## src/pps_defs.vh

```
// command codes, reset values and table sizes for the phase/protect bank
`ifndef PPS_DEFS_VH
`define PPS_DEFS_VH

`define PPS_CMD_OPERATION 8'h01
`define PPS_CMD_ON_OFF_CFG 8'h02
`define PPS_CMD_CHANNEL_SEL 8'h04
`define PPS_CMD_WRITE_LOCK 8'h10
`define PPS_CMD_NVM_SAVE 8'h15
`define PPS_CMD_VOUT_SETPOINT 8'h21

`define PPS_CHAN_ALL 8'hff
`define PPS_CHAN_RST 8'hff
`define PPS_CHAN_MAX 8'h03

`define PPS_LOCK_NONE 8'h00
`define PPS_LOCK_CFG 8'h20
`define PPS_LOCK_OPER 8'h40
`define PPS_LOCK_ALL 8'h80
`define PPS_LOCK_RST 8'h00

`define PPS_MEM_AW 4
`define PPS_MEM_LAST 4'hf
`define PPS_STORE_MAP 16'h7fff

`endif

```

## src/pps_phase_check.v

```verilog
// phase index from straps and legality check for channel select writes
`timescale 1ns/1ps
module pps_phase_check
(
  clk,
  rst,
  follower_strap_pin,
  interleave_pos,
  strap_select_two_pos,
  use_interleave,
  phase_count,
  wr_value,
  value_ok_r,
  phase_index_r
);
`include "pps_defs.vh"
  input wire clk;
  input wire rst;
  input wire follower_strap_pin;
  input wire [1:0] interleave_pos;
  input wire [1:0] strap_select_two_pos;
  input wire use_interleave;
  input wire [2:0] phase_count;
  input wire [7:0] wr_value;
  output reg value_ok_r;
  output reg [7:0] phase_index_r;

  reg [7:0] index_nxt;
  reg ok_nxt;

  ////////////////////////////////////////////////////////////////////////////
  always @*
  begin
    // controller always owns index zero
    index_nxt = 8'h00;
    if (follower_strap_pin)
    begin
      if (use_interleave)
        index_nxt = {6'h00, interleave_pos};
      else
        index_nxt = {6'h00, strap_select_two_pos};
    end
    ok_nxt = 1'b0;
    if (wr_value == `PPS_CHAN_ALL)
      ok_nxt = 1'b1;
    else if (wr_value <= `PPS_CHAN_MAX &&
             {5'h00, phase_count} > wr_value)
      ok_nxt = 1'b1;
    // 04h..feh falls through as invalid
  end

  ////////////////////////////////////////////////////////////////////////////
  // straps sampled every clock, so a strap change is seen one cycle later
  always @(posedge clk)
  begin
    if (rst)
    begin
      value_ok_r <= 1'b0;
      phase_index_r <= 8'h00;
    end
    else
    begin
      value_ok_r <= ok_nxt;
      phase_index_r <= index_nxt;
    end
  end
endmodule

```

## src/pps_nvm_copier.v

```verilog
// walks operating memory and copies mapped items into user store
`timescale 1ns/1ps
module pps_nvm_copier
(
  clk,
  rst,
  start,
  op_rd_data,
  op_rd_addr_r,
  nvm_wr_en_r,
  nvm_wr_addr_r,
  nvm_wr_data_r,
  busy_r
);
`include "pps_defs.vh"
  input wire clk;
  input wire rst;
  input wire start;
  input wire [7:0] op_rd_data;
  output reg [`PPS_MEM_AW-1:0] op_rd_addr_r;
  output reg nvm_wr_en_r;
  output reg [`PPS_MEM_AW-1:0] nvm_wr_addr_r;
  output reg [7:0] nvm_wr_data_r;
  output reg busy_r;

  localparam ST_IDLE = 2'd0;
  localparam ST_READ = 2'd1;
  localparam ST_WRITE = 2'd2;

  reg [1:0] state_r;
  wire [15:0] store_map;

  assign store_map = `PPS_STORE_MAP;

  ////////////////////////////////////////////////////////////////////////////
  // one item per two cycles: address out, then read data back one cycle later
  always @(posedge clk)
  begin
    if (rst)
    begin
      state_r <= ST_IDLE;
      op_rd_addr_r <= 4'h0;
      nvm_wr_en_r <= 1'b0;
      nvm_wr_addr_r <= 4'h0;
      nvm_wr_data_r <= 8'h00;
      busy_r <= 1'b0;
    end
    else
    begin
      nvm_wr_en_r <= 1'b0;
      case (state_r)
        ST_IDLE:
        begin
          if (start)
          begin
            op_rd_addr_r <= 4'h0;
            busy_r <= 1'b1;
            state_r <= ST_READ;
          end
        end
        ST_READ:
          state_r <= ST_WRITE;
        ST_WRITE:
        begin
          // items without a store slot are skipped
          nvm_wr_en_r <= store_map[op_rd_addr_r];
          nvm_wr_addr_r <= op_rd_addr_r;
          nvm_wr_data_r <= op_rd_data;
          if (op_rd_addr_r == `PPS_MEM_LAST)
          begin
            busy_r <= 1'b0;
            state_r <= ST_IDLE;
          end
          else
          begin
            op_rd_addr_r <= op_rd_addr_r + 4'h1;
            state_r <= ST_READ;
          end
        end
        default:
          state_r <= ST_IDLE;
      endcase
    end
  end
endmodule

```

## src/pps_cmd_bank.v

```verilog
// command handler for channel select, write lock and nvm save
`timescale 1ns/1ps
module pps_cmd_bank
(
  clk,
  rst,
  cmd_valid,
  cmd_write,
  cmd_code,
  cmd_data,
  follower_strap_pin,
  interleave_pos,
  strap_select_two_pos,
  use_interleave,
  phase_count,
  lock_boot_value,
  op_rd_data,
  cmd_done_r,
  cmd_ignored_r,
  rd_data_r,
  invalid_data_r,
  host_notify_r,
  write_blocked_r,
  fwd_valid_r,
  fwd_write_r,
  fwd_code_r,
  fwd_data_r,
  fwd_phase_r,
  channel_select_r,
  write_lock_level_r,
  phase_index_r,
  op_rd_addr_r,
  nvm_wr_en_r,
  nvm_wr_addr_r,
  nvm_wr_data_r,
  save_busy_r
);
`include "pps_defs.vh"
  input wire clk;
  input wire rst;
  input wire cmd_valid;
  input wire cmd_write;
  input wire [7:0] cmd_code;
  input wire [7:0] cmd_data;
  input wire follower_strap_pin;
  input wire [1:0] interleave_pos;
  input wire [1:0] strap_select_two_pos;
  input wire use_interleave;
  input wire [2:0] phase_count;
  input wire [7:0] lock_boot_value;
  input wire [7:0] op_rd_data;
  output reg cmd_done_r;
  output reg cmd_ignored_r;
  output reg [7:0] rd_data_r;
  output reg invalid_data_r;
  output reg host_notify_r;
  output reg write_blocked_r;
  output reg fwd_valid_r;
  output reg fwd_write_r;
  output reg [7:0] fwd_code_r;
  output reg [7:0] fwd_data_r;
  output reg [7:0] fwd_phase_r;
  output reg [7:0] channel_select_r;
  output reg [7:0] write_lock_level_r;
  output wire [7:0] phase_index_r;
  output wire [`PPS_MEM_AW-1:0] op_rd_addr_r;
  output wire nvm_wr_en_r;
  output wire [`PPS_MEM_AW-1:0] nvm_wr_addr_r;
  output wire [7:0] nvm_wr_data_r;
  output wire save_busy_r;

  localparam ST_IDLE = 2'd0;
  localparam ST_CHECK = 2'd1;
  localparam ST_SAVE = 2'd2;

  reg [1:0] state_r;
  reg boot_load_r;
  reg [7:0] held_data_r;
  reg save_start_r;
  reg save_start_nxt;
  reg write_ok;
  reg lock_value_ok;
  wire chan_ok_r;

  ////////////////////////////////////////////////////////////////////////////
  pps_phase_check u_phase_check
  (
    .clk(clk),
    .rst(rst),
    .follower_strap_pin(follower_strap_pin),
    .interleave_pos(interleave_pos),
    .strap_select_two_pos(strap_select_two_pos),
    .use_interleave(use_interleave),
    .phase_count(phase_count),
    .wr_value(cmd_data),
    .value_ok_r(chan_ok_r),
    .phase_index_r(phase_index_r)
  );

  pps_nvm_copier u_copier
  (
    .clk(clk),
    .rst(rst),
    .start(save_start_r),
    .op_rd_data(op_rd_data),
    .op_rd_addr_r(op_rd_addr_r),
    .nvm_wr_en_r(nvm_wr_en_r),
    .nvm_wr_addr_r(nvm_wr_addr_r),
    .nvm_wr_data_r(nvm_wr_data_r),
    .busy_r(save_busy_r)
  );

  ////////////////////////////////////////////////////////////////////////////
  // write permission by lock level; lock register writable at the four defined levels, an undefined level blocks every write
  always @*
  begin
    write_ok = 1'b0;
    case (write_lock_level_r)
      `PPS_LOCK_NONE:
        write_ok = 1'b1;
      `PPS_LOCK_CFG:
        write_ok = (cmd_code == `PPS_CMD_WRITE_LOCK) ||
                   (cmd_code == `PPS_CMD_OPERATION) ||
                   (cmd_code == `PPS_CMD_ON_OFF_CFG) ||
                   (cmd_code == `PPS_CMD_NVM_SAVE) ||
                   (cmd_code == `PPS_CMD_VOUT_SETPOINT);
      `PPS_LOCK_OPER:
        write_ok = (cmd_code == `PPS_CMD_WRITE_LOCK) ||
                   (cmd_code == `PPS_CMD_OPERATION) ||
                   (cmd_code == `PPS_CMD_NVM_SAVE);
      `PPS_LOCK_ALL:
        write_ok = (cmd_code == `PPS_CMD_WRITE_LOCK) ||
                   (cmd_code == `PPS_CMD_NVM_SAVE);
      default:
        write_ok = 1'b0;
    endcase
    lock_value_ok = (cmd_data == `PPS_LOCK_NONE) ||
                    (cmd_data == `PPS_LOCK_CFG) ||
                    (cmd_data == `PPS_LOCK_OPER) ||
                    (cmd_data == `PPS_LOCK_ALL);
  end

  ////////////////////////////////////////////////////////////////////////////
  always @*
  begin
    save_start_nxt = 1'b0;
    if (state_r == ST_IDLE && cmd_valid && cmd_write && write_ok &&
        cmd_code == `PPS_CMD_NVM_SAVE)
      // no regulation check: saving live is discouraged, not prevented
      save_start_nxt = 1'b1;
  end

  ////////////////////////////////////////////////////////////////////////////
  always @(posedge clk)
  begin
    if (rst)
    begin
      state_r <= ST_IDLE;
      boot_load_r <= 1'b1;
      held_data_r <= 8'h00;
      save_start_r <= 1'b0;
      cmd_done_r <= 1'b0;
      cmd_ignored_r <= 1'b0;
      rd_data_r <= 8'h00;
      invalid_data_r <= 1'b0;
      host_notify_r <= 1'b0;
      write_blocked_r <= 1'b0;
      fwd_valid_r <= 1'b0;
      fwd_write_r <= 1'b0;
      fwd_code_r <= 8'h00;
      fwd_data_r <= 8'h00;
      fwd_phase_r <= `PPS_CHAN_RST;
      channel_select_r <= `PPS_CHAN_RST;
      write_lock_level_r <= `PPS_LOCK_RST;
    end
    else
    begin
      cmd_done_r <= 1'b0;
      cmd_ignored_r <= 1'b0;
      invalid_data_r <= 1'b0;
      host_notify_r <= 1'b0;
      write_blocked_r <= 1'b0;
      fwd_valid_r <= 1'b0;
      save_start_r <= save_start_nxt;
      boot_load_r <= 1'b0;
      // lock level comes from nvm once, the cycle after reset release
      if (boot_load_r)
        write_lock_level_r <= lock_boot_value;
      case (state_r)
        ST_IDLE:
        begin
          if (cmd_valid && !boot_load_r)
          begin
            if (!cmd_write)
            begin
              // reads never checked against the lock level
              cmd_done_r <= 1'b1;
              if (cmd_code == `PPS_CMD_CHANNEL_SEL)
                rd_data_r <= channel_select_r;
              else if (cmd_code == `PPS_CMD_WRITE_LOCK)
                rd_data_r <= write_lock_level_r;
              else if (cmd_code == `PPS_CMD_NVM_SAVE)
              begin
                rd_data_r <= 8'h00;
                invalid_data_r <= 1'b1;
                host_notify_r <= 1'b1;
              end
              else
              begin
                rd_data_r <= 8'h00;
                fwd_valid_r <= 1'b1;
                fwd_write_r <= 1'b0;
                fwd_code_r <= cmd_code;
                fwd_data_r <= 8'h00;
                fwd_phase_r <= channel_select_r;
              end
            end
            else if (!write_ok)
            begin
              // blocked write leaves every stored value alone
              cmd_done_r <= 1'b1;
              write_blocked_r <= 1'b1;
              host_notify_r <= 1'b1;
            end
            else if (cmd_code == `PPS_CMD_CHANNEL_SEL)
            begin
              // legality is registered in the checker, decided next cycle
              held_data_r <= cmd_data;
              state_r <= ST_CHECK;
            end
            else if (cmd_code == `PPS_CMD_WRITE_LOCK)
            begin
              cmd_done_r <= 1'b1;
              if (lock_value_ok)
                write_lock_level_r <= cmd_data;
              else
              begin
                invalid_data_r <= 1'b1;
                host_notify_r <= 1'b1;
              end
            end
            else if (cmd_code == `PPS_CMD_NVM_SAVE)
            begin
              cmd_done_r <= 1'b1;
              state_r <= ST_SAVE;
            end
            else
            begin
              cmd_done_r <= 1'b1;
              fwd_valid_r <= 1'b1;
              fwd_write_r <= 1'b1;
              fwd_code_r <= cmd_code;
              fwd_data_r <= cmd_data;
              fwd_phase_r <= channel_select_r;
            end
          end
          else if (cmd_valid)
            cmd_ignored_r <= 1'b1;
        end
        ST_CHECK:
        begin
          cmd_done_r <= 1'b1;
          if (chan_ok_r)
            channel_select_r <= held_data_r;
          else
          begin
            invalid_data_r <= 1'b1;
            host_notify_r <= 1'b1;
          end
          if (cmd_valid)
            cmd_ignored_r <= 1'b1;
          state_r <= ST_IDLE;
        end
        ST_SAVE:
        begin
          // commands arriving mid-save are dropped, not queued
          if (cmd_valid)
            cmd_ignored_r <= 1'b1;
          if (!save_start_r && !save_busy_r)
            state_r <= ST_IDLE;
        end
        default:
          state_r <= ST_IDLE;
      endcase
    end
  end
endmodule

```

## config.mk

```make
export PLATFORM = sky130hd
export DESIGN_NAME = pps_cmd_bank
export DESIGN_NICKNAME = d
export VERILOG_FILES = /design/src/pps_phase_check.v /design/src/pps_nvm_copier.v /design/src/pps_cmd_bank.v
export VERILOG_INCLUDE_DIRS = /design/src
export SDC_FILE = /design/constraint.sdc
export NUM_CORES = 1
export LEC_CHECK = 0
export BUFFER_PORTS_ARGS = -buffer_cell sky130_fd_sc_hd__buf_2
export CAP_MARGIN = 25
export CORE_MARGIN = 3
export CORE_UTILIZATION = 46
export CTS_CLUSTER_DIAMETER = 30
export CTS_CLUSTER_SIZE = 24
export DETAILED_ROUTE_END_ITERATION = 6
export GPL_TIMING_DRIVEN = 0
export PLACE_DENSITY_LB_ADDON = 0.15
export SKIP_LAST_GASP = 1
export SLEW_MARGIN = 10
export SYNTH_ARGS = -nofsm -noshare
export SYNTH_HDL_FRONTEND = slang
export SYNTH_SLANG_ARGS = --single-unit
```

## constraint.sdc

```tcl
create_clock -name clk -period 1.9 [get_ports clk]
set_input_delay 0.285 -clock clk [delete_from_list [all_inputs] [get_ports clk]]
set_output_delay 0.285 -clock clk [all_outputs]
set_load 0.01 [all_outputs]
```

### After elaboration in Yosys (flattened, before gate mapping)

Memories as Yosys holds them, arrays and structs flattened. A register that Yosys moved wholly into a read port is not among the register bits.
Index checks and enable logic that the tools add are counted.

| cells by class | value |
|---|---|
| equality and inequality tests | 34 |
| bitwise logic cells | 5 |
| reductions and logical operators | 37 |
| magnitude comparators | 2 |
| add/sub/neg operators | 1 |
| muxes and demuxes | 88 |

Operators with widths:

| operator | count |
|---|---|
| $mux W8 | 28 |
| $mux W1 | 40 |
| $eq A8 B6 Y1 const B | 3 |
| $eq A8 B8 Y1 const B | 3 |
| $ne A2 B2 Y1 const B | 11 |
| $mux W2 | 9 |
| $eq A8 B5 Y1 const B | 2 |
| $eq A8 B7 Y1 const B | 2 |
| $logic_not A8 Y1 | 2 |
| $reduce_and A3 Y1 | 4 |
| $pmux W1 S2 | 5 |
| $logic_or A1 B1 Y1 | 9 |
| $reduce_and A9 Y1 | 1 |
| $eq A8 B1 Y1 const B | 1 |
| $eq A8 B2 Y1 const B | 1 |
| $eq A8 B3 Y1 const B | 1 |
| $gt A3 B8 Y1 | 1 |
| $le A8 B2 Y1 const B | 1 |
| $mux W4 | 2 |
| $pmux W4 S2 | 1 |
| $logic_and A1 B1 Y1 | 7 |
| $ne A2 B1 Y1 const B | 3 |
| $ne A3 B2 Y1 const B | 2 |
| $pmux W2 S3 | 1 |
| 16 further kinds | 27 |

| storage, ports and cells | value |
|---|---|
| memory bits (read-only) | 16 |
| register bits after elaboration | 95 |
| word-level logic and storage cells | 192 |
| bits of input ports | 45 |
| output and inout port bits | 81 |
| memories | 1 |

Memories:

| name | words | bits a word | rd ports | clocked after memory_dff | write ports | line | text |
|---|---|---|---|---|---|---|---|
| (no name shown) | 16 | 1 | 1 | 1 | 0 | pps_nvm_copier.v:66 | `nvm_wr_en_r <= store_map[op_rd_addr_r];` |

### Depth between registers and ports, before layout

Gate-level depths: netlist (run 1).

| logic depth | value |
|---|---|
| depth after elaboration | 11 |
| depth in mapped cells | 8 |
| depth with buffers taken out | 7 |

### Cells and area by module

From an unflattened synthesis (run 1), not the netlist that was laid out.

| second synthesis, totals | value |
|---|---|
| cells, all modules | 400 |
| area total of the unflattened synthesis | 3851.2 sq um |

By module, submodules not included:

| module | cells an instance | instances | sequential area each (sq um) | area each (sq um) |
|---|---|---|---|---|
| pps_cmd_bank | 279 | 1 | 1341.3 | 2815.2 |
| pps_nvm_copier | 91 | 1 | 400.4 | 768.2 |
| pps_phase_check | 30 | 1 | 60.1 | 267.8 |

### Worst setup path after synthesis (run 1)

Ideal clock, no wire load.

| timing | value |
|---|---|
| path type | reg-to-reg |
| from | register write_lock_level_r[6] |
| to | register fwd_code_r[2] |
| required time | 1828 ps |
| library setup time | 72 ps |
| setup slack | -131 ps |
| path buffers | 2 |
| period minus slack after synthesis | 2031 ps |
| arrival | 1959 ps |
| stages on the path, launching flop included | 8 |
| cell sequence | dfxtp_1 -> clkbuf_1 -> or3b_2 -> a41oi_2 -> a211o_1 -> o31ai_4 -> buf_8 -> mux2i_1 |

| on the way | value |
|---|---|
| cells in the longest elaborated chain, start to end | 4 |
| elaborated cells between the ends (all ways) | 7 |
| those cells by class | eq/ne: 4; mux: 1; reduce/logical: 2 |

RTL lines:

| item | line | text |
|---|---|---|
| start, declared | pps_cmd_bank.v:64 | `output reg [7:0] write_lock_level_r;` |
| start signal, assigned | pps_cmd_bank.v:174 | `` write_lock_level_r <= `PPS_LOCK_RST; `` |
| start signal, assigned | pps_cmd_bank.v:188 | `write_lock_level_r <= lock_boot_value;` |
| start signal, assigned | pps_cmd_bank.v:235 | `write_lock_level_r <= cmd_data;` |
| $eq A8 B8 Y1, or another cell as far along | pps_cmd_bank.v:118 | `case (write_lock_level_r)` |
| $pmux W1 S4 * | pps_cmd_bank.v:118 |  |
| $ne A2 B1 Y1 (no line) * | - |  |
| $reduce_and A3 Y1 (no line) * | - |  |
| end signal, assigned | pps_cmd_bank.v:213 | `fwd_code_r <= cmd_code;` |
| end signal, assigned | pps_cmd_bank.v:252 | `fwd_code_r <= cmd_code;` |
| end, declared | pps_cmd_bank.v:60 | `output reg [7:0] fwd_code_r;` |

Mark *: on every way between the ends. The rest lies on a longest branch, timed or not.
A chain may end at the register's enable or synchronous reset.

### Final worst setup path (run 1)

| timing | value |
|---|---|
| from | register write_lock_level_r[3] |
| to | register fwd_phase_r[7] |

| on the way | value |
|---|---|
| cells in the longest elaborated chain, start to end | 4 |
| elaborated cells between the ends (all ways) | 7 |
| those cells by class | eq/ne: 4; mux: 1; reduce/logical: 2 |

RTL lines:

| item | line | text |
|---|---|---|
| $eq A8 B8 Y1, or another cell as far along | pps_cmd_bank.v:118 |  |
| $pmux W1 S4 * | pps_cmd_bank.v:118 |  |
| $ne A2 B1 Y1 (no line) * | - |  |
| $reduce_and A3 Y1 (no line) * | - |  |
| end signal, assigned | pps_cmd_bank.v:172 | `` fwd_phase_r <= `PPS_CHAN_RST; `` |
| end signal, assigned | pps_cmd_bank.v:215 | `fwd_phase_r <= channel_select_r;` |
| end signal, assigned | pps_cmd_bank.v:254 | `fwd_phase_r <= channel_select_r;` |
| end, declared | pps_cmd_bank.v:62 | `output reg [7:0] fwd_phase_r;` |

Marked as above.

==> flow_summary.ini, run 1 <==
[global_route]
antenna_found_initial = 0
grt_remaining_overflow = 0
grt_pass1_vias = 3617
grt_pass1_wl_microns = 17900
grt.total_usage_pct = 22.6
grt_max_degree = 18

[status]
violations = setup timing
outcome = finished, violations left

[clocking]
cts_hold_buffers = 0
clockBufferDepth = 2
path_clk_slew_ps = 100
root_buffer = clkbuf_8
numCtsBuffers = 9
clkSinkCount = 90
h-tree-depth = 3
worstSkewPairLatency_ps = 370
cts_tree = done

[drt]
drtAntennaViolNets = 0
wl_microns = 11200
drt-vias-per-instance = 5.37
drt_iter0_drc = 142
num_vias = 3813
dr.pass1.iters = 4
drcViolationCount = 0
wire_per_inst_microns = 15.8

[worst_hold_path]
hold_path_class = input port to register

[final_layout]
diodes = 0
final_common_cell = buf_2
nNetsFinal = 654
finalInstanceArea_sq_um = 5310
layout-drive-gt1-share_pct = 32.7
area_growth_pct = 31.2
n_fill_cell = 754
final_cell_mix = 117 x buf_2, 85 x dfxtp_1, 74 x nand2_1

[yosys]
yosysWarningCount = 0
synth.cell_area_sq_um = 4050
ys_seq_elements = 90
seq_area_frac_synth_pct = 44.5
synthCells = 455
synthFlopType = dfxtp_1
async_flop_share_pct = 0
synthMuxAreaShare_pct = 8.91
synthTopCellsByArea = dfxtp_1 45%, mux2i_1 8.9%, nand2_1 7.0%
synth-simple-area-share_pct = 21.9
avgSynthCellArea_sq_um = 8.89
synth-compound-area-share_pct = 14.8
synth_top_family_by_area = simple AND/OR/NAND/NOR gates
synth_area_leader_cell = dfxtp_1
synthAdderAreaFrac_pct = 3.28
netlist.area_leader.share_pct = 44.5
synth.distinct_cells = 58
synth_xor_area_share_pct = 0.649
synth_edf_count = 0

[job]
drv_cap = 0

[setup_path]
crit_fanout = 5
cp-start-kind = register
crit_chain = or4_4 -> nor2_2 -> o211ai_1 -> o31ai_4 -> buf_12 -> buf_8 -> mux2i_1
crit_required_ps = 2200
endpoint_kind = register
worstSetupPathType = register to register
slowest_delay_ps = 590
crit_slowest_cell = or4_4
cp.arrival_ps = 2370

[floorplan]
io_pins = 126
rows = 33
start_util_pct = 48.3
die_h_microns = 99.8
dieArea_sq_um = 9960
die_width_microns = 99.8
core_area_sq_um = 8380

[timing]
drv_slew = 0
finalHoldViolCount = 0
finalCritPeriodShare_pct = 109
final.setup.worst_slack_ps = -174
period_needed_ps = 2070
skew_ps = 10.8
rsz0062_at_grt = yes
worst_pin_slew_ps = 613
setup_viol = 39
fin_tns_setup_ps = -5220
fmax_mhz = 482
slew_headroom_pct = 59.1

[power]
power_density_nw_per_um2 = 720
leakagePower_nw = 2.31
p_int_w = 0.00277
swShare_pct = 27.6
seqPwrFrac_pct = 51.1
p_sw_w = 0.00106
vdd_drop_max_uv = 387
p_clk_share_pct = 36.4
combPwrFrac_pct = 12.5

[place]
port_buffers = 116
place.gp.congestion = 0.842
placed_area_sq_um = 4780
dp_hpwl_microns = 8250
-- layout make-up --
class / count / area [sq um] / share of cell area (%)
multi-input combinational: 320 / 2170 / 41.0
sequential: 90 / 1810 / 34.1
timing repair buffer: 133 / 752 / 14.2
buffer: 29 / 164 / 3.09
tap: 105 / 131 / 2.48
clock buffer: 9 / 124 / 2.33
clock inverter: 7 / 87.6 / 1.65
inverter: 17 / 63.8 / 1.20
-- state kept, by name, summed over array words and instances (netlist names), 2 cells and up --
| signal | flops |
|---|---|
| fwd_phase_r | 8 |
| fwd_code_r | 8 |
| u_copier.op_rd_addr_r | 4 |
| u_phase_check.phase_index_r | 2 |
| held_data_r | 8 |
| write_lock_level_r | 8 |
| u_copier.nvm_wr_addr_r | 4 |
| state_r | 2 |
| u_copier.state_r | 2 |
| u_copier.nvm_wr_data_r | 8 |
| rd_data_r | 8 |
| channel_select_r | 8 |
| fwd_data_r | 8 |
-- layer usage --
layer | GRT usage [%] | share of wire, % | vias up
met5 | 0 | 0 | -
met4 | 7.04 | 1.7 | 0
met3 | 2.92 | 4.3 | 19
met2 | 39.7 | 51 | 110
met1 | 28.9 | 43 | 1812
li1 | - | - | 1872
-- Yosys cell counts, drive strengths merged (5+ instances only) --
master / n
ha: 9
a22oi: 8
a21oi: 21
buf: 12
a211oi: 12
nand3: 22
nor3: 5
o211ai: 6
nand2: 75
dfxtp: 90
nor2: 44
mux2i: 36
nor2b: 5
o21ai: 9
clkbuf: 21
o32ai: 8
inv: 16
-- through the flow --
step | setup WS, ps | total power (W) | hold WS, ps | cells | util (%)
after global placement | -397 | 0.00239 | 440 | 681 | 57.0
after detailed placement | -454 | 0.00240 | 445 | 681 | 57.0
after floorplan | -92.8 | 0.00223 | 313 | 460 | -
final | -174 | 0.00382 | 81.1 | 710 | 63.3
after global routing | -255 | 0.00397 | 84.1 | 710 | 63.3
after CTS | -181 | 0.00381 | 82.6 | 706 | 61.7
-- kinds of logic after synthesis --
kind of cell	after synthesis
compound gates	81
xor+xnor	3
fa+ha+maj	11
buf+inv	50
flops	90
mux	36
other cells	1
simple gates	183
-- worst paths after layout --
| path | start | end | slack, ps | depth (start not counted) |
|---|---|---|---|---|
| max | write_lock_level_r[3]$_SDFF_PP0_ | fwd_phase_r[7]$_SDFFE_PP1P_ | -170 | 7 |
| min | rst | boot_load_r$_DFF_P_ | 80 | 1 |
| max reg2reg | write_lock_level_r[3]$_SDFF_PP0_ | fwd_phase_r[7]$_SDFFE_PP1P_ | -170 | 7 |
| min reg2reg | u_copier.nvm_wr_addr_r[2]$_SDFFE_PP0P_ | u_copier.nvm_wr_addr_r[2]$_SDFFE_PP0P_ | 450 | 2 |
-- timing repair --
action | in CTS | in global routing
setup buffers | 10 | 7
cloned | 1 | 0
endpoints found under the setup margin | 49 | 52
resized for setup | 17 | 28
pin swaps | 8 | 18
-- power groups by stage --
stage	clock, W	combinational [W]	sequential (W)
2_1_floorplan	0	0.000229	0.00201
3_3_place_gp	0	0.000392	0.00199
3_5_place_dp	0	0.000401	0.00199
4_1_cts	0.00141	0.000447	0.00195
5_1_grt	0.00149	0.000518	0.00196
6_report	0.00139	0.000478	0.00196
-- critical path: cells and delay by family (launching register included) --
kind,cells,cell delay [ps]
muxes,1,190
DFF,1,350
buffers and inverters,2,300
AOI/OAI and AO/OA,2,460
and+or+nand+nor,2,690
No activity file was read; power rests on OpenSTA's default activity.
==> run 2, diff against run 1 <==
--- a/config.mk
+++ b/config.mk
@@ -14,6 +14,7 @@
 export CTS_CLUSTER_SIZE = 24
 export DETAILED_ROUTE_END_ITERATION = 6
 export GPL_TIMING_DRIVEN = 0
+export HOLD_SLACK_MARGIN = 0.12
 export PLACE_DENSITY_LB_ADDON = 0.15
 export SKIP_LAST_GASP = 1
 export SLEW_MARGIN = 10
==> constraint.sdc (replaced) <==
create_clock -name clk -period 1.9 [get_ports clk]
set_input_delay 0.095 -clock clk [delete_from_list [all_inputs] [get_ports clk]]
set_output_delay 0.095 -clock clk [all_outputs]
set_load 0.01 [all_outputs]
==> run 2 against run 1 <==
Effect of this change:
- the run still ends with setup timing left
- sequential power about the same
- final cell count increased by 5.9%
- register-to-register slack got worse by 50 ps
- sequential share of layout area decreased by 2.5 points
- global-route usage increased by 1.4 points
- clock skew increased by 3.7 ps
- clock power about the same
- sequential cell count unchanged
- setup slack got worse by 46 ps
- critical endpoint is now fwd_code_r[4]$_SDFFE_PP0P_
- largest cell class unchanged
==> flow_summary.ini, run 2 (synthesis gave the netlist of run 1 again) <==
[timing]
fin_tns_setup_ps = -5940
worst_pin_slew_ps = 630
final.setup.worst_slack_ps = -220
rsz0062_at_grt = yes
period_needed_ps = 2120
finalHoldViolCount = 0
slew_headroom_pct = 58.0
skew_ps = 14.5
finalCritPeriodShare_pct = 112
fmax_mhz = 472
setup_viol = 39
drv_slew = 0

[place]
place.gp.congestion = 0.842
dp_hpwl_microns = 8250
post-place-cells = 681
placed_area_sq_um = 4780
port_buffers = 116

[setup_path]
worstSetupPathType = register to register
timing.rr.end = fwd_code_r[4]$_SDFFE_PP0P_
crit_slowest_cell = or4_4
endpoint_kind = register
crit_required_ps = 2190
reg2regPathDepth = 7
slowest_delay_ps = 600
r2r_slack_ps = -220
crit_fanout = 10
cp-start-kind = register
crit_chain = or4_4 -> nor2_2 -> o211ai_1 -> o31ai_4 -> buf_12 -> buf_12 -> mux2i_1
cp.arrival_ps = 2410
rr_startpoint = write_lock_level_r[3]$_SDFF_PP0_
cp_common_cell = buf_12

[global_route]
grt_max_degree = 18
grt_pass1_vias = 3905
grt_pass1_wl_microns = 19100
grt.total_usage_pct = 24.0
grt_remaining_overflow = 0
antenna_found_initial = 0

[worst_hold_path]
hp-start = phase_count[2]
hold_end = u_phase_check.value_ok_r$_SDFF_PP0_
holdPathStages = 5
hold_path_class = input port to register

[power]
leakagePower_nw = 2.49
combPwrFrac_pct = 14.2
swShare_pct = 27.7
vdd_drop_max_uv = 408
power_density_nw_per_um2 = 681
power.total_w = 0.00391
seqPwrFrac_pct = 50.0
p_int_w = 0.00283
p_clk_share_pct = 35.8
p_sw_w = 0.00108

[status]
violations = setup timing
outcome = finished, violations left

[clocking]
numCtsBuffers = 9
h-tree-depth = 3
path_clk_slew_ps = 90
cts_tree = done
clockBufferDepth = 2
root_buffer = clkbuf_8
clkSinkCount = 90
worstSkewPairLatency_ps = 370

[final_layout]
nNetsFinal = 696
final_common_cell = buf_2
layout.cells.non_filler = 752
diodes = 0
layout-drive-gt1-share_pct = 30.9
n_fill_cell = 685
finalInstanceArea_sq_um = 5740
final_cell_mix = 117 x buf_2, 85 x dfxtp_1, 74 x nand2_1
area_growth_pct = 41.7

[floorplan]
die_width_microns = 99.8
rows = 33
core_area_sq_um = 8380
die_h_microns = 99.8
io_pins = 126
dieArea_sq_um = 9960
start_util_pct = 48.3

[drt]
num_vias = 4025
drt_iter0_drc = 152
dr.pass1.iters = 6
drtAntennaViolNets = 0
drt-vias-per-instance = 5.35
wire_per_inst_microns = 16.1
drcViolationCount = 0
wl_microns = 12100

[job]
drv_cap = 0
## run 2: per-layer routing
| layer | GRT usage, % | up-vias | wire [microns] |
|---|---|---|---|
| met1 | 29.3 | 1923 | 5140 |
| met3 | 3.20 | 17 | 484 |
| met5 | 0 | - | 0 |
| met2 | 43.4 | 118 | 6240 |
| met4 | 8.09 | 0 | 210 |
| li1 | - | 1967 | - |
## run 2: worst max-delay path by stage
stage	startpoint	end	slack [ps]	cells after the start
6_report	write_lock_level_r[3]$_SDFF_PP0_	fwd_code_r[4]$_SDFFE_PP0P_	-220	7
5_1_grt	write_lock_level_r[3]$_SDFF_PP0_	fwd_code_r[4]$_SDFFE_PP0P_	-290	7
4_1_cts	write_lock_level_r[0]$_SDFF_PP0_	fwd_phase_r[7]$_SDFFE_PP1P_	-180	7
3_5_place_dp	state_r[0]$_SDFFE_PP0P_	rd_data_r[7]$_SDFFE_PP0P_	-410	7
3_3_place_gp	boot_load_r$_DFF_P_	rd_data_r[2]$_SDFFE_PP0P_	-390	6
2_1_floorplan	write_lock_level_r[2]$_SDFF_PP0_	fwd_code_r[2]$_SDFFE_PP0P_	-90	6
## run 2: critical path, delay by kind of cell, from the launching register on
kind | cells | cell delay (ps)
and+or+nand+nor | 2 | 700
AOI/OAI and AO/OA | 2 | 480
DFF | 1 | 350
buffers and inverters | 2 | 310
muxes | 1 | 210
## run 2: power groups by stage
| stage | sequential [W] | combinational [W] | clock [W] |
|---|---|---|---|
| global route | 0.00196 | 0.000596 | 0.00149 |
| finish | 0.00196 | 0.000553 | 0.00140 |
| CTS | 0.00195 | 0.000512 | 0.00141 |
| global placement | 0.00199 | 0.000392 | 0 |
| detailed placement | 0.00199 | 0.000401 | 0 |
| floorplan | 0.00201 | 0.000229 | 0 |
## run 2: what timing repair did
| item | in CTS | in global routing |
|---|---|---|
| endpoints found under the setup margin | 49 | 54 |
| hold buffers | 41 | 0 |
| setup buffers | 10 | 7 |
| resized for setup | 17 | 30 |
| pin swaps | 8 | 17 |
| endpoints found under the hold margin | 48 | 0 |
| gates cloned | 1 | 0 |
## run 2: layout make-up
class | count | area, sq um | area share (%)
Clock inverter | 7 | 87.6 | 1.53
Buffer | 30 | 168 | 2.92
Clock buffer | 9 | 124 | 2.16
Timing Repair Buffer | 174 | 1160 | 20.3
Inverter | 17 | 63.8 | 1.11
Tap cell | 105 | 131 | 2.29
Sequential cell | 90 | 1810 | 31.6
Multi-Input combinational cell | 320 | 2190 | 38.2
## run 2: through the flow
stage | utilization (%) | hold WS (ps) | setup WS [ps]
CTS | 66.6 | 231 | -181
global placement | 57.0 | 266 | -391
floorplan | - | 123 | -92.8
finish | 68.4 | 231 | -220
detailed placement | 57.0 | 274 | -406
global route | 68.4 | 273 | -290
==> run 3, diff against run 2 <==
==> constraint.sdc (replaced) <==
create_clock -name clk -period 1.9 [get_ports clk]
set_input_delay 0.285 -clock clk [delete_from_list [all_inputs] [get_ports clk]]
set_output_delay 0.285 -clock clk [all_outputs]
set_load 0.01 [all_outputs]
==> run 3 against run 2 <==
Effect of this change:
- the run still ends with setup timing left
- combinational power down 13%
- core utilization down 5.0 points
- routed wire length down 6.6%
- die area unchanged
- worst hold slack worse by 92 ps
- non-clock buffer count down 41
- critical path type unchanged
- critical endpoint is now fwd_phase_r[7]$_SDFFE_PP1P_
==> flow_summary.ini, run 3 (synthesis gave the netlist of run 1 again) <==
[clocking]
worstSkewPairLatency_ps = 370
root_buffer = clkbuf_8
path_clk_slew_ps = 100
clkSinkCount = 90
clockBufferDepth = 2
h-tree-depth = 3
cts_tree = done
numCtsBuffers = 9

[final_layout]
area_growth_pct = 31.4
final_common_cell = buf_2
final_cell_mix = 117 x buf_2, 85 x dfxtp_1, 74 x nand2_1
diodes = 0
layout-drive-gt1-share_pct = 32.7
nNetsFinal = 655

[power]
leakagePower_nw = 2.32
seqPwrFrac_pct = 51.1
swShare_pct = 27.6
p_sw_w = 0.00106
vdd_drop_max_uv = 387
p_clk_share_pct = 36.4
combPwrFrac_pct = 12.5
power_density_nw_per_um2 = 720
p_int_w = 0.00277

[drt]
drt-vias-per-instance = 5.39
wire_per_inst_microns = 15.9
wl_microns = 11300
num_vias = 3830
drtAntennaViolNets = 0
drt_iter0_drc = 137
dr.pass1.iters = 4
drcViolationCount = 0

[timing]
worst_pin_slew_ps = 608
final.setup.worst_slack_ps = -176
fin_tns_setup_ps = -5310
finalCritPeriodShare_pct = 109
skew_ps = 11.0
fmax_mhz = 482
finalHoldViolCount = 0
rsz0062_at_grt = yes
slew_headroom_pct = 59.5
drv_slew = 0
period_needed_ps = 2080
setup_viol = 39
worst_hold_slack_ps = 139

[place]
place.gp.congestion = 0.842
dp_hpwl_microns = 8250
port_buffers = 116
post-place-ws_ps = -454

[setup_path]
crit_required_ps = 2190
worstSetupPathType = register to register
crit_fanout = 5
rr_startpoint = write_lock_level_r[3]$_SDFF_PP0_
endpoint_kind = register
cp-start-kind = register
timing.rr.end = fwd_phase_r[7]$_SDFFE_PP1P_
r2r_slack_ps = -180
reg2regPathDepth = 7
cp.arrival_ps = 2370

[floorplan]
io_pins = 126
rows = 33
dieArea_sq_um = 9960
start_util_pct = 48.3
core_area_sq_um = 8380
die_width_microns = 99.8
die_h_microns = 99.8

[global_route]
grt_pass1_vias = 3620
grt_max_degree = 18
antenna_found_initial = 0
grt_pass1_wl_microns = 18000
grt.total_usage_pct = 22.6
grt_remaining_overflow = 0

[worst_hold_path]
holdPathStages = 3
hold_path_class = input port to register
hold_end = u_copier.nvm_wr_data_r[2]$_SDFFE_PP0P_
hp-start = op_rd_data[2]

[status]
outcome = finished, violations left
violations = setup timing

[job]
drv_cap = 0
-- run 3: final cells by class --
type / count / area [sq um]
Tap cell: 105 / 131
Multi-Input combinational cell: 320 / 2170
Inverter: 17 / 63.8
Sequential cell: 90 / 1810
Fill cell: 755 / 3060
Timing Repair Buffer: 134 / 762
Buffer: 29 / 164
Clock inverter: 7 / 87.6
Clock buffer: 9 / 124
-- run 3: worst max-delay path: stages, from the launching register on --
cell and delay, ps:
dfxtp_2 350, or4_4 590, nor2_2 100, o211ai_1 190, o31ai_4 270, buf_12 170
buf_8 130, mux2i_1 190
-- run 3: worst max path at each step --
| stage | start | to | slack, ps |
|---|---|---|---|
| floorplan | write_lock_level_r[2]$_SDFF_PP0_ | fwd_code_r[2]$_SDFFE_PP0P_ | -90 |
| global placement | cmd_code[7] | fwd_code_r[6]$_SDFFE_PP0P_ | -400 |
| detailed placement | cmd_code[7] | fwd_phase_r[5]$_SDFFE_PP1P_ | -450 |
| CTS | write_lock_level_r[0]$_SDFF_PP0_ | fwd_phase_r[7]$_SDFFE_PP1P_ | -180 |
| global route | write_lock_level_r[3]$_SDFF_PP0_ | fwd_code_r[4]$_SDFFE_PP0P_ | -250 |
| finish | write_lock_level_r[3]$_SDFF_PP0_ | fwd_phase_r[7]$_SDFFE_PP1P_ | -180 |
-- run 3: per-stage QoR --
stage / instance area, sq um / utilization (%) / std cells / total power [W]
final: 5320 / 63.4 / 711 / 0.00383
after global routing: 5320 / 63.4 / 711 / 0.00397
after CTS: 5180 / 61.8 / 707 / 0.00381
after detailed placement: 4780 / 57.0 / 681 / 0.00240
after global placement: 4780 / 57.0 / 681 / 0.00239
after floorplan: 4070 / - / 460 / 0.00223
-- run 3: what timing repair did --
action | in CTS | in global routing
setup endpoints to repair | 49 | 52
pin swaps | 8 | 18
gates cloned | 1 | 0
endpoints found under the hold margin | 1 | 0
buffers inserted | 10 | 7
gates resized for setup | 17 | 28
hold buffers | 1 | 0
-- run 3: layer usage --
metal / vias to the layer above / wire (microns) / GRT usage, %
met5: - / 0 / 0
met2: 112 / 5730 / 39.7
li1: 1876 / - / -
met3: 15 / 477 / 2.92
met1: 1827 / 4900 / 28.9
met4: 0 / 164 / 7.04
-- run 3: power groups by stage --
stage / combinational, W / sequential [W] / clock, W
after CTS: 0.000449 / 0.00195 / 0.00141
final: 0.000480 / 0.00196 / 0.00139
after global routing: 0.000520 / 0.00196 / 0.00149
after detailed placement: 0.000401 / 0.00199 / 0
after global placement: 0.000392 / 0.00199 / 0
after floorplan: 0.000229 / 0.00201 / 0
